File: config.mk
export PLATFORM = sky130hd
export DESIGN_NAME = ppc_port_ctrl
export DESIGN_NICKNAME = d
export VERILOG_FILES = /design/src/ppc_pkg.sv /design/src/ppc_reg_cell.sv /design/src/ppc_pin_sample.sv /design/src/ppc_port_ctrl.sv
export SDC_FILE = /design/constraint.sdc
export NUM_CORES = 1
export LEC_CHECK = 0
export ABC_AREA = 1
export BUFFER_PORTS_ARGS = -buffer_cell sky130_fd_sc_hd__buf_2
export CAP_MARGIN = 10
export CORE_ASPECT_RATIO = 0.5
export CORE_MARGIN = 3
export CORE_UTILIZATION = 55
export DETAILED_ROUTE_END_ITERATION = 8
export PLACE_DENSITY_LB_ADDON = 0.08
export SYNTH_ARGS = -nofsm -noshare
export SYNTH_HDL_FRONTEND = slang
export SYNTH_SLANG_ARGS = --single-unit
export TNS_END_PERCENT = 1
File: constraint.sdc
create_clock -name i_clk_sys -period 1.9 [get_ports i_clk_sys]
set_input_delay 0.19 -clock i_clk_sys [delete_from_list [all_inputs] [get_ports i_clk_sys]]
set_output_delay 0.19 -clock i_clk_sys [all_outputs]
set_load 0.05 [all_outputs]
File: src/ppc_pkg.sv
// Package for the port pin control block: offsets, layouts, resets
package ppc_pkg;
	// Register offsets on the plain register port
	localparam logic [2:0] PPC_OFF_A_VALUE = 3'h0;
	localparam logic [2:0] PPC_OFF_A_DIR = 3'h1;
	localparam logic [2:0] PPC_OFF_C_ANALOG = 3'h2;
	localparam logic [2:0] PPC_OFF_C_PULLUP = 3'h3;
	localparam logic [2:0] PPC_OFF_OPTION = 3'h4;
	localparam logic [2:0] PPC_OFF_C_DIR = 3'h5;
	localparam logic [2:0] PPC_OFF_C_VALUE = 3'h6;
	// Widths
	localparam int PPC_A_W = 6;
	localparam int PPC_C_W = 8;
	// First port: bit 3 is input only, bits 7:6 absent
	localparam logic [5:0] PPC_A_LATCH_MASK = 6'h37;
	localparam logic [5:0] PPC_A_DIR_MASK = 6'h37;
	localparam logic [5:0] PPC_A_LATCH_RST = 6'h00;
	localparam logic [5:0] PPC_A_DIR_RST = 6'h37;
	localparam logic [7:0] PPC_A_DIR_FIXED_ONE = 8'h08;
	// Second port analog select per package variant
	localparam logic [7:0] PPC_ANALOG_MASK_LARGE = 8'hcf;
	localparam logic [7:0] PPC_ANALOG_MASK_SMALL = 8'h3f;
	localparam logic [7:0] PPC_ANALOG_RST = 8'hff;
	localparam logic [7:0] PPC_PULLUP_RST = 8'hff;
	localparam logic [7:0] PPC_C_DIR_RST = 8'hff;
	localparam logic [7:0] PPC_C_LATCH_RST = 8'h00;
	localparam logic [7:0] PPC_FULL_MASK = 8'hff;
	// Option register: global pull-up disable, active low enable
	localparam int PPC_OPT_PULLUP_DIS_BIT = 7;
	localparam logic [7:0] PPC_OPT_MASK = 8'h80;
	localparam logic [7:0] PPC_OPT_RST = 8'h80;
	// Register port request
	typedef struct packed {
		logic [2:0] addr;
		logic [7:0] wdata;
		logic wr;
		logic rd;
	} ppc_bus_req_t;
	// Drive of one port's pins
	typedef struct packed {
		logic [7:0] out;
		logic [7:0] oe;
	} ppc_pin_drive_t;
endpackage

File: src/ppc_reg_cell.sv
// Software register with a storage mask and a reset value
`timescale 1ns/100ps
module ppc_reg_cell
	import ppc_pkg::*;
#(
	parameter int W = 8,
	parameter logic [W-1:0] RST = '0,
	parameter logic [W-1:0] MASK = '1
) (
	// Clock and reset
	input wire logic i_clk_sys,
	input wire logic i_srst,
	// Write side
	input wire logic i_we,
	input wire logic [W-1:0] i_d,
	// Stored value and its next value
	output logic [W-1:0] o_q,
	output logic [W-1:0] o_next
);
	logic [W-1:0] val_reg; // Held bits, absent bits kept at zero
	logic [W-1:0] val_next;

	// Absent bits never take a write
	always_comb begin
		val_next = val_reg;
		if (i_srst) begin
			val_next = RST & MASK;
		end else if (i_we) begin
			val_next = i_d & MASK;
		end
	end

	// Register only
	always_ff @(posedge i_clk_sys) begin
		val_reg <= val_next;
	end

	assign o_q = val_reg;
	assign o_next = val_next;
endmodule

File: src/ppc_pin_sample.sv
// Pin level sampler with analog masking of the input buffer
`timescale 1ns/100ps
module ppc_pin_sample
	import ppc_pkg::*;
#(
	parameter int W = 8
) (
	// Clock and reset
	input wire logic i_clk_sys,
	input wire logic i_srst,
	// Pin levels and analog selection
	input wire logic [W-1:0] i_pins,
	input wire logic [W-1:0] i_analog,
	// Sampled digital levels
	output logic [W-1:0] o_level
);
	logic [W-1:0] level_reg;
	logic [W-1:0] level_next;

	// A disabled input buffer reads as zero, not as the pin
	always_comb begin
		level_next = i_pins & ~i_analog;
		if (i_srst) begin
			level_next = '0;
		end
	end

	// Register only
	always_ff @(posedge i_clk_sys) begin
		level_reg <= level_next;
	end

	assign o_level = level_reg;
endmodule

File: src/ppc_port_ctrl.sv
// Top of the port pin control block: registers, pin drive, pull-ups
//
// Notes on behaviour
// - Value writes hit latch; reads return pins
// - Six pin bits; bit 3 read-only, top zero
// - Direction one is input, zero output; reset one
// - Direction bit 3 reads one, bits 7:6 zero
// - Analog select one disables digital input buffer
// - Analog select zero restores digital pin use
// - Analog bits present depend on package variant
// - Pull-up bits request pull-ups; reset to one
// - Global disable bit set forces pull-ups off
// - Output pins never get their pull-up
`timescale 1ns/100ps
module ppc_port_ctrl
	import ppc_pkg::*;
#(
	// One selects the larger package variant
	parameter bit P_LARGE_VARIANT = 1'b1
) (
	// Clock and reset
	input wire logic i_clk_sys,
	input wire logic i_srst,
	// Register port
	input wire logic [2:0] i_addr,
	input wire logic [7:0] i_wdata,
	input wire logic i_wr,
	input wire logic i_rd,
	output logic [7:0] o_rdata,
	// First port pins
	input wire logic [5:0] i_first_port_pin_bits,
	output logic [5:0] o_first_port_out,
	output logic [5:0] o_first_port_oe,
	// Second port pins
	input wire logic [7:0] i_second_port_pins,
	output logic [7:0] o_second_port_out,
	output logic [7:0] o_second_port_oe,
	output logic [7:0] o_second_port_pullup,
	output logic [7:0] o_second_port_analog
);
	// Variant dependent set of analog select bits
	localparam logic [7:0] ANALOG_MASK =
		P_LARGE_VARIANT ? PPC_ANALOG_MASK_LARGE : PPC_ANALOG_MASK_SMALL;

	// Request bundled for decoding
	ppc_bus_req_t req;

	// Register values and their next values
	logic [5:0] first_port_output_latch;
	logic [5:0] first_port_output_latch_next;
	logic [5:0] first_port_direction;
	logic [5:0] first_port_direction_next;
	logic [7:0] second_port_analog_select;
	logic [7:0] second_port_analog_select_next;
	logic [7:0] second_port_pullups;
	logic [7:0] second_port_pullups_next;
	logic [7:0] option_bits;
	logic [7:0] option_bits_next;
	logic [7:0] second_port_direction;
	logic [7:0] second_port_direction_next;
	logic [7:0] second_port_latch;
	logic [7:0] second_port_latch_next;

	// Sampled pin levels
	logic [5:0] first_port_level;
	logic [7:0] second_port_level;

	// Write enables per register
	logic we_a_value;
	logic we_a_dir;
	logic we_c_analog;
	logic we_c_pullup;
	logic we_option;
	logic we_c_dir;
	logic we_c_value;

	// Output flops
	logic [7:0] rdata_reg;
	logic [7:0] rdata_next;
	ppc_pin_drive_t first_drive_reg;
	ppc_pin_drive_t first_drive_next;
	ppc_pin_drive_t second_drive_reg;
	ppc_pin_drive_t second_drive_next;
	logic [7:0] pullup_reg;
	logic [7:0] pullup_next;
	logic [7:0] analog_reg;
	logic [7:0] analog_next;
	logic global_pullup_disable_n;

	assign req = '{addr: i_addr, wdata: i_wdata, wr: i_wr, rd: i_rd};

	// Write decode
	always_comb begin
		we_a_value = 1'b0;
		we_a_dir = 1'b0;
		we_c_analog = 1'b0;
		we_c_pullup = 1'b0;
		we_option = 1'b0;
		we_c_dir = 1'b0;
		we_c_value = 1'b0;
		if (!req.wr) begin
			we_a_value = 1'b0;
		end else if (req.addr == PPC_OFF_A_VALUE) begin
			we_a_value = 1'b1;
		end else if (req.addr == PPC_OFF_A_DIR) begin
			we_a_dir = 1'b1;
		end else if (req.addr == PPC_OFF_C_ANALOG) begin
			we_c_analog = 1'b1;
		end else if (req.addr == PPC_OFF_C_PULLUP) begin
			we_c_pullup = 1'b1;
		end else if (req.addr == PPC_OFF_OPTION) begin
			we_option = 1'b1;
		end else if (req.addr == PPC_OFF_C_DIR) begin
			we_c_dir = 1'b1;
		end else if (req.addr == PPC_OFF_C_VALUE) begin
			we_c_value = 1'b1;
		end
	end

	// First port output latch; bit 3 has no storage
	ppc_reg_cell #(.W(6), .RST(PPC_A_LATCH_RST), .MASK(PPC_A_LATCH_MASK)) u_a_latch (
		.i_clk_sys(i_clk_sys),
		.i_srst(i_srst),
		.i_we(we_a_value),
		.i_d(req.wdata[5:0]),
		.o_q(first_port_output_latch),
		.o_next(first_port_output_latch_next)
	);

	// First port direction, implemented bits reset to input
	ppc_reg_cell #(.W(6), .RST(PPC_A_DIR_RST), .MASK(PPC_A_DIR_MASK)) u_a_dir (
		.i_clk_sys(i_clk_sys),
		.i_srst(i_srst),
		.i_we(we_a_dir),
		.i_d(req.wdata[5:0]),
		.o_q(first_port_direction),
		.o_next(first_port_direction_next)
	);

	// Analog select; absent bits per variant hold zero
	ppc_reg_cell #(.W(8), .RST(PPC_ANALOG_RST), .MASK(ANALOG_MASK)) u_c_analog (
		.i_clk_sys(i_clk_sys),
		.i_srst(i_srst),
		.i_we(we_c_analog),
		.i_d(req.wdata),
		.o_q(second_port_analog_select),
		.o_next(second_port_analog_select_next)
	);

	// Pull-up requests, all eight reset on
	ppc_reg_cell #(.W(8), .RST(PPC_PULLUP_RST), .MASK(PPC_FULL_MASK)) u_c_pullup (
		.i_clk_sys(i_clk_sys),
		.i_srst(i_srst),
		.i_we(we_c_pullup),
		.i_d(req.wdata),
		.o_q(second_port_pullups),
		.o_next(second_port_pullups_next)
	);

	// Option register holding the global pull-up disable
	ppc_reg_cell #(.W(8), .RST(PPC_OPT_RST), .MASK(PPC_OPT_MASK)) u_option (
		.i_clk_sys(i_clk_sys),
		.i_srst(i_srst),
		.i_we(we_option),
		.i_d(req.wdata),
		.o_q(option_bits),
		.o_next(option_bits_next)
	);

	// Second port direction, needed to gate its pull-ups
	ppc_reg_cell #(.W(8), .RST(PPC_C_DIR_RST), .MASK(PPC_FULL_MASK)) u_c_dir (
		.i_clk_sys(i_clk_sys),
		.i_srst(i_srst),
		.i_we(we_c_dir),
		.i_d(req.wdata),
		.o_q(second_port_direction),
		.o_next(second_port_direction_next)
	);

	// Second port output latch
	ppc_reg_cell #(.W(8), .RST(PPC_C_LATCH_RST), .MASK(PPC_FULL_MASK)) u_c_latch (
		.i_clk_sys(i_clk_sys),
		.i_srst(i_srst),
		.i_we(we_c_value),
		.i_d(req.wdata),
		.o_q(second_port_latch),
		.o_next(second_port_latch_next)
	);

	// First port has no analog select, so nothing is masked
	ppc_pin_sample #(.W(6)) u_a_sample (
		.i_clk_sys(i_clk_sys),
		.i_srst(i_srst),
		.i_pins(i_first_port_pin_bits),
		.i_analog(6'h00),
		.o_level(first_port_level)
	);

	// Analog pins read zero: their digital buffer is off
	ppc_pin_sample #(.W(8)) u_c_sample (
		.i_clk_sys(i_clk_sys),
		.i_srst(i_srst),
		.i_pins(i_second_port_pins),
		.i_analog(second_port_analog_select),
		.o_level(second_port_level)
	);

	// Bit set means pull-ups are globally off
	assign global_pullup_disable_n = option_bits_next[PPC_OPT_PULLUP_DIS_BIT];

	// Read mux; data stand one cycle, zero otherwise and when unmapped
	always_comb begin
		rdata_next = 8'h00;
		if (!req.rd || i_srst) begin
			rdata_next = 8'h00;
		end else if (req.addr == PPC_OFF_A_VALUE) begin
			rdata_next = {2'b00, first_port_level};
		end else if (req.addr == PPC_OFF_A_DIR) begin
			rdata_next = {2'b00, first_port_direction} | PPC_A_DIR_FIXED_ONE;
		end else if (req.addr == PPC_OFF_C_ANALOG) begin
			rdata_next = second_port_analog_select;
		end else if (req.addr == PPC_OFF_C_PULLUP) begin
			rdata_next = second_port_pullups;
		end else if (req.addr == PPC_OFF_OPTION) begin
			rdata_next = option_bits;
		end else if (req.addr == PPC_OFF_C_DIR) begin
			rdata_next = second_port_direction;
		end else if (req.addr == PPC_OFF_C_VALUE) begin
			rdata_next = second_port_level;
		end
	end

	// Pin drive from next values, so pins follow a write with no extra lag
	always_comb begin
		first_drive_next.out = {2'b00, first_port_output_latch_next};
		first_drive_next.oe = {2'b00, ~first_port_direction_next & PPC_A_DIR_MASK};
		second_drive_next.out = second_port_latch_next;
		second_drive_next.oe = ~second_port_direction_next;
		// Pull-up needs its own bit, an input pin and the global gate
		pullup_next = second_port_pullups_next & second_port_direction_next;
		if (global_pullup_disable_n) begin
			pullup_next = 8'h00;
		end
		// Analog select zero hands the pin back to digital logic
		analog_next = second_port_analog_select_next;
		// Driver fight on analog pins is left to software
		if (i_srst) begin
			first_drive_next = '0;
			second_drive_next = '0;
			pullup_next = 8'h00;
			analog_next = PPC_ANALOG_RST & ANALOG_MASK;
		end
	end

	// Output registers only
	always_ff @(posedge i_clk_sys) begin
		rdata_reg <= rdata_next;
		first_drive_reg <= first_drive_next;
		second_drive_reg <= second_drive_next;
		pullup_reg <= pullup_next;
		analog_reg <= analog_next;
	end

	assign o_rdata = rdata_reg;
	assign o_first_port_out = first_drive_reg.out[5:0];
	assign o_first_port_oe = first_drive_reg.oe[5:0];
	assign o_second_port_out = second_drive_reg.out;
	assign o_second_port_oe = second_drive_reg.oe;
	assign o_second_port_pullup = pullup_reg;
	assign o_second_port_analog = analog_reg;
endmodule

Yosys cells after proc, flatten, opt, wreduce, memory -nomap -nowiden

Cells that the tools add are included.

Eq/ne operators: 6
Mux-type cells: 56
Bitwise logic cells: 5
Reductions and logical operators: 5

Operators by type and width:

| cell                                          | count |
|---|---|
| two-way mux 8 bit                             | 15 |
| two-way mux 6 bit                             | 6 |
| two-way mux 1 bit                             | 35 |
| AND 8 bit                                     | 2 |
| inverter 8 bit                                | 2 |
| == test 3 bit, second input constant          | 3 |
| == test 3 x 2 -> 1 bit, second input constant | 2 |
| inverter 6 bit                                | 1 |
| == test 3 x 1 -> 1 bit, second input constant | 1 |
| zero test 3 bit                               | 1 |
| OR reduction 3 bit                            | 1 |
| OR reduction 2 bit                            | 1 |
| zero test 1 bit                               | 1 |
| logical OR 1 bit                              | 1 |

Register bits after elaboration: 110
Input bits: 29
Output and inout bits: 52
Logic and storage cells: 89

Depth between registers and ports, before layout

Depth in word-level cells: 11
Gate-level depth with buffers: 9
Gate-level depth less buffers: 7

By module

From an unflattened synthesis, not the netlist that was laid out.

Cells, all modules: 546
Area, all modules: 4,179.0 µm²

Modules (own cells, without submodules):

| module                       | times used | cells an instance | area each (µm²) | sequential area each (µm²) |
|---|---|---|---|---|
| ppc_port_ctrl                | 1          | 261               | 1,941.9         | 1,021.0 |
| ppc_reg_cell at u_c_dir ...  | 2          | 35                | 279.0           | 160.2 |
| ppc_reg_cell at u_c_latch    | 1          | 51                | 341.6           | 160.2 |
| ppc_reg_cell at u_c_analog   | 1          | 32                | 257.7           | 160.2 |
| ppc_reg_cell at u_a_latch    | 1          | 35                | 249.0           | 120.1 |
| ppc_reg_cell at u_option     | 1          | 28                | 240.2           | 160.2 |
| ppc_pin_sample at u_c_sample | 1          | 25                | 224.0           | 160.2 |
| ppc_reg_cell at u_a_dir      | 1          | 25                | 197.7           | 120.1 |
| ppc_pin_sample at u_a_sample | 1          | 19                | 168.9           | 120.1 |

Worst setup path after synthesis

No wires, ideal clock.

Path kind: in2reg
From: in i_addr[1]
To: reg rdata_reg[3] (netlist: o_rdata[3])
Library setup time: 0.117 ns
Arrival time: 0.963 ns
Required time: 1.783 ns
Path slack: 0.820 ns
Stages: 8
Path buffers: 2
Cells stage by stage: buf_6 > inv_6 > nand2_2 > nor2_2 > buf_6 > inv_2 > o21ai_0 > nor2_1

Longest elaborated chain between the ends: 8
Elaborated cells between the ends (all ways): 14
Classes of those cells: eq/ne: 6; mux: 7; reduce/logical: 1

Ends and longest elaborated chain:

| item                   | RTL line             | text |
|---|---|---|
| start: declaration     | ppc_port_ctrl.sv:25  | `input wire logic [2:0] i_addr,` |
| == test 3 bit          | ppc_port_ctrl.sv:228 | `end else if (req.addr == PPC_OFF_C_VALUE) begin` |
| two-way mux 8 bit      | ppc_port_ctrl.sv:228 |  |
| two-way mux 8 bit      | ppc_port_ctrl.sv:226 | `end else if (req.addr == PPC_OFF_C_DIR) begin` |
| two-way mux 8 bit      | ppc_port_ctrl.sv:224 | `end else if (req.addr == PPC_OFF_OPTION) begin` |
| two-way mux 8 bit      | ppc_port_ctrl.sv:222 | `end else if (req.addr == PPC_OFF_C_PULLUP) begin` |
| two-way mux 8 bit      | ppc_port_ctrl.sv:220 | `end else if (req.addr == PPC_OFF_C_ANALOG) begin` |
| two-way mux 6 bit      | ppc_port_ctrl.sv:218 | `end else if (req.addr == PPC_OFF_A_DIR) begin` |
| two-way mux 6 bit *    | ppc_port_ctrl.sv:216 | `end else if (req.addr == PPC_OFF_A_VALUE) begin` |
| end signal: assignment | ppc_port_ctrl.sv:257 | `rdata_reg <= rdata_next;` |
| end: declaration       | ppc_port_ctrl.sv:78  | `logic [7:0] rdata_reg;` |

Every way passes the cells marked *; elsewhere a longest branch is shown, timed or not.
A chain may end at the register's enable or synchronous reset.

Final worst setup path

From: in i_addr[1]
To: reg rdata_reg[0] (netlist: o_rdata[0])

Same word-level chain as after synthesis.

==> report_table.html <==
<table>
<tr><th>Metric</th><th>Value</th></tr>
<tr><th colspan="2">GRT</th></tr>
<tr><td>Number of global-route vias before repair</td><td>2,888</td></tr>
<tr><td>Number of antenna violations at the first check in global routing</td><td>0</td></tr>
<tr><td>Largest net degree at the start of global routing</td><td>50</td></tr>
<tr><td>All-layer global routing usage</td><td>0.226</td></tr>
<tr><td>Total gr overflow</td><td>0</td></tr>
<tr><td>First-pass GRT wire length</td><td>14,400 um</td></tr>
<tr><th colspan="2">Worst setup path</th></tr>
<tr><td>Signal arrival time at the worst endpoint</td><td>1.40 ns</td></tr>
<tr><td>Maximum fanout along the worst path</td><td>9</td></tr>
<tr><td>Critical Path Start Type</td><td>primary input</td></tr>
<tr><td>WS Path Type</td><td>primary input to flip-flop</td></tr>
<tr><td>Worst EP required</td><td>2.13 ns</td></tr>
<tr><td>Nature of the critical path endpoint</td><td>flip-flop</td></tr>
<tr><th colspan="2">Power and ir drop</th></tr>
<tr><td>Power density normalized to cell area</td><td>1050 nW/um^2</td></tr>
<tr><td>Leakage power of the design</td><td>2.32 nW</td></tr>
<tr><td>Maximum resistive drop on vdd</td><td>0.000785 V</td></tr>
<tr><th colspan="2">Clocking</th></tr>
<tr><td>Maximum buffer depth of the clock tree</td><td>2</td></tr>
<tr><td>Clk sink count</td><td>109</td></tr>
<tr><td>Clock network latency to the later pin of the worst-skew pair</td><td>0.35 ns</td></tr>
<tr><td>Number of gates resized after cts</td><td>0</td></tr>
<tr><td>CTS root buffer</td><td>sky130_fd_sc_hd__clkbuf_16</td></tr>
<tr><td>Number of buffers added for setup after CTS</td><td>0</td></tr>
<tr><td>Num CTS Buffers</td><td>9</td></tr>
<tr><td>TritonCTS clock tree</td><td>yes</td></tr>
<tr><td>Hold buffer count at cts</td><td>0</td></tr>
<tr><td>H-tree levels</td><td>3</td></tr>
<tr><td>Clk pin slew, worst setup/hold paths</td><td>0.07 ns</td></tr>
<tr><th colspan="2">Synthesis</th></tr>
<tr><td>Count of different cell masters after synthesis</td><td>30</td></tr>
<tr><td>Most area-consuming cells after synthesis</td><td>sky130_fd_sc_hd__dfxtp_1 (56%), sky130_fd_sc_hd__nand2_1 (9.0%), sky130_fd_sc_hd__nand3_1 (6.9%), sky130_fd_sc_hd__a21oi_1 (4.4%), sky130_fd_sc_hd__inv_1 (3.5%)</td></tr>
<tr><td>Netlist area before placement</td><td>3890 um^2</td></tr>
<tr><td>Share of synthesized area occupied by flip-flops and latches</td><td>0.561</td></tr>
<tr><td>Post-synthesis cell count</td><td>451</td></tr>
<tr><td>Synthesis Warnings</td><td>0</td></tr>
<tr><td>Synth area leader</td><td>sky130_fd_sc_hd__dfxtp_1</td></tr>
<tr><td>Net count of the mapped netlist</td><td>480</td></tr>
<tr><td>Synth Area per Inst</td><td>8.63 um^2</td></tr>
<tr><td>Leading register cell type out of synthesis</td><td>sky130_fd_sc_hd__dfxtp_1</td></tr>
<tr><td>Number of enable flip-flop cells after synthesis</td><td>0</td></tr>
<tr><td>Fraction of registers with async set/reset</td><td>0</td></tr>
<tr><td>Flop and latch count out of synthesis</td><td>109</td></tr>
<tr><td>Synth top area share</td><td>0.561</td></tr>
<tr><th colspan="2">Detailed routing</th></tr>
<tr><td>Sum of met3 wire segment lengths after detailed routing</td><td>505 um</td></tr>
<tr><td>Number of iterations in the first detailed-routing pass</td><td>5</td></tr>
<tr><td>Top routing layer in use</td><td>met4</td></tr>
<tr><td>Length of routed met2 wiring</td><td>3830 um</td></tr>
<tr><td>Iteration-0 DRC Markers</td><td>270</td></tr>
<tr><td>Antenna viol nets, final</td><td>0</td></tr>
<tr><td>Total via count after detailed routing</td><td>3,148</td></tr>
<tr><td>Wirelength per Cell</td><td>14.1 um</td></tr>
<tr><td>Via density per instance</td><td>5.11</td></tr>
<tr><td>Sum of routed wire length over all layers</td><td>8690 um</td></tr>
<tr><td>Final routed DRC violation total</td><td>0</td></tr>
<tr><td>Met1 wire length</td><td>4280 um</td></tr>
<tr><th colspan="2">Die</th></tr>
<tr><td>Initial core utilization</td><td>0.603</td></tr>
<tr><td>Total die area</td><td>8180 um^2</td></tr>
<tr><td>Vertical die dimension</td><td>65.5 um</td></tr>
<tr><td>Number of top-level pins</td><td>81</td></tr>
<tr><td>Floorplan row count</td><td>20</td></tr>
<tr><td>Placeable core region</td><td>6460 um^2</td></tr>
<tr><td>Die X-Extent</td><td>125 um</td></tr>
<tr><th colspan="2">STA</th></tr>
<tr><td>Post-Route Setup TNS</td><td>0 ns</td></tr>
<tr><td>Clock Skew</td><td>0.00750 ns</td></tr>
<tr><td>Setup repair after global routing missed its margin</td><td>false</td></tr>
<tr><td>Period utilization</td><td>0.616</td></tr>
<tr><td>Number of endpoints failing setup at the final stage</td><td>0</td></tr>
<tr><td>Worst hold slack</td><td>0.0422 ns</td></tr>
<tr><td>Final hold viol count</td><td>0</td></tr>
<tr><td>Maximum clock frequency</td><td>0.855 GHz</td></tr>
<tr><td>Max-slew violation count</td><td>0</td></tr>
<tr><td>Post-route minimum period</td><td>1.17 ns</td></tr>
<tr><th colspan="2">Layout</th></tr>
<tr><td>Ratio of cells with drive above 1 in the final layout</td><td>0.237</td></tr>
<tr><td>Ant. Diodes</td><td>0</td></tr>
<tr><td>Final instance area</td><td>4610 um^2</td></tr>
<tr><td>Net count reported at finish</td><td>552</td></tr>
<tr><td>Area Growth Syn to Fin</td><td>18.4%</td></tr>
<tr><th colspan="2">Place</th></tr>
<tr><td>Post-detail-place hpwl</td><td>6070 um</td></tr>
<tr><td>Number of I/O port buffers</td><td>79</td></tr>
<tr><td>Cell area reported after detailed placement</td><td>4290 um^2</td></tr>
<tr><td>Weighted congestion at the end of routability-driven global placement</td><td>0.870</td></tr>
<tr><th colspan="2">Flow run</th></tr>
<tr><td>Number of max-cap violations</td><td>0</td></tr>
<tr><th colspan="2">Outcome</th></tr>
<tr><td>Outcome</td><td>completed</td></tr>
<tr><th colspan="2">Worst hold path</th></tr>
<tr><td>Min-Delay Path Class</td><td>primary input to flip-flop</td></tr>
</table>
synthesized netlist by cell type (2+ instances only):
cell / instances
sky130_fd_sc_hd__nor3b_1: 2
sky130_fd_sc_hd__dfxtp_1: 109
sky130_fd_sc_hd__nand2_4: 2
sky130_fd_sc_hd__o21ai_0: 12
sky130_fd_sc_hd__inv_1: 36
sky130_fd_sc_hd__nand3_1: 54
sky130_fd_sc_hd__a21oi_1: 34
sky130_fd_sc_hd__inv_2: 3
sky130_fd_sc_hd__buf_6: 5
sky130_fd_sc_hd__nand4_1: 16
sky130_fd_sc_hd__nor2_1: 30
sky130_fd_sc_hd__inv_6: 2
sky130_fd_sc_hd__nor2_2: 2
sky130_fd_sc_hd__o211ai_1: 8
sky130_fd_sc_hd__nand2_2: 4
sky130_fd_sc_hd__buf_2: 11
sky130_fd_sc_hd__nor2_4: 2
sky130_fd_sc_hd__nor3_1: 4
sky130_fd_sc_hd__buf_4: 4
sky130_fd_sc_hd__clkbuf_1: 4
sky130_fd_sc_hd__nand2_1: 93
sky130_fd_sc_hd__o21ai_2: 5
sky130_fd_sc_hd__nor2_8: 2
path summary, 6_finish.rpt:
check / start / to / slack, ns / depth (start not counted)
setup / recovery: i_addr[1] / o_rdata[0] / 0.73 / 8
hold / removal: i_first_port_pin_bits[0] / u_a_sample.o_level[0] / 0.04 / 3
setup reg to reg: u_c_pullup.o_q[0] / o_rdata[0] / 0.96 / 4
hold reg to reg: u_a_latch.o_q[3] / u_a_latch.o_q[3] / 0.46 / 2
metal layers:
| layer | vias to the layer above | GRT usage |
|---|---|---|
| met5 | - | 0 |
| met4 | 0 | 0.0446 |
| met3 | 9 | 0.0641 |
| met2 | 92 | 0.356 |
| met1 | 1425 | 0.314 |
| li1 | 1622 | - |
kinds of logic (layout without fill, tap and decap cells):
kind of cell | Yosys count | after routing | share of synthesized area
buf+inv | 66 | 143 | 0.0833
flops | 109 | 109 | 0.561
simple gates | 214 | 214 | 0.266
other cells | 1 | 1 | 0.000964
compound gates | 61 | 61 | 0.0887
layout by cell type, fill, tap and decap left out, drive strengths merged:
cell type / n
clkbuf: 10
o21ai: 18
nand4: 17
conb: 1
dfxtp: 109
clkinvlp: 1
clkinv: 2
nor2: 36
a31oi: 1
nand2: 99
nand3: 55
o211ai: 8
buf: 85
bufinv: 2
nor3b: 2
inv: 43
a21oi: 34
nor3: 5
registers in the layout, summed over array words and instances (netlist names), 6 cells and up:
signal	cells
o_first_port_out	6
o_rdata	8
o_second_port_analog	8
o_second_port_oe	8
o_second_port_out	8
o_second_port_pullup	8
u_a_latch.o_q	6
u_a_sample.o_level	6
u_c_analog.o_q	8
u_c_dir.o_q	8
u_c_latch.o_q	8
u_c_pullup.o_q	8
u_c_sample.o_level	8
per-stage QoR:
stage	total power, mW	std cells	utilization	worst slack (ns)
2_1_floorplan	2.78	451	-	0.820
3_3_place_gp	2.89	600	0.664	0.380
3_5_place_dp	2.89	600	0.664	0.387
4_1_cts	4.87	616	0.714	0.729
5_1_grt	5.01	616	0.714	0.582
6_report	4.84	616	0.714	0.730
area by class of cell:
| class | instances | area (um^2) |
|---|---|---|
| clock inverters | 6 | 92.6 |
| flip-flops and latches | 109 | 2180 |
| clock buffers | 10 | 229 |
| repair buffers | 85 | 440 |
| multi-input cells | 276 | 1390 |
| fillers | 507 | 1850 |
| inverters | 42 | 168 |
| well taps | 88 | 110 |
report_power, final:
part	internal, mW	switching, mW
registers	2.36	0.0250
logic	0.117	0.350
clock network	1.17	0.826
total	3.64	1.20
worst max-delay path: stages:
cell and delay (ns):
sky130_fd_sc_hd__buf_2 0.19, sky130_fd_sc_hd__inv_6 0.14, sky130_fd_sc_hd__nand2_2 0.08, sky130_fd_sc_hd__nor2_2 0.27, sky130_fd_sc_hd__buf_4 0.21, sky130_fd_sc_hd__inv_2 0.05, sky130_fd_sc_hd__o21ai_0 0.20, sky130_fd_sc_hd__a21oi_1 0.07
No activity file was read; power rests on OpenSTA's default activity.
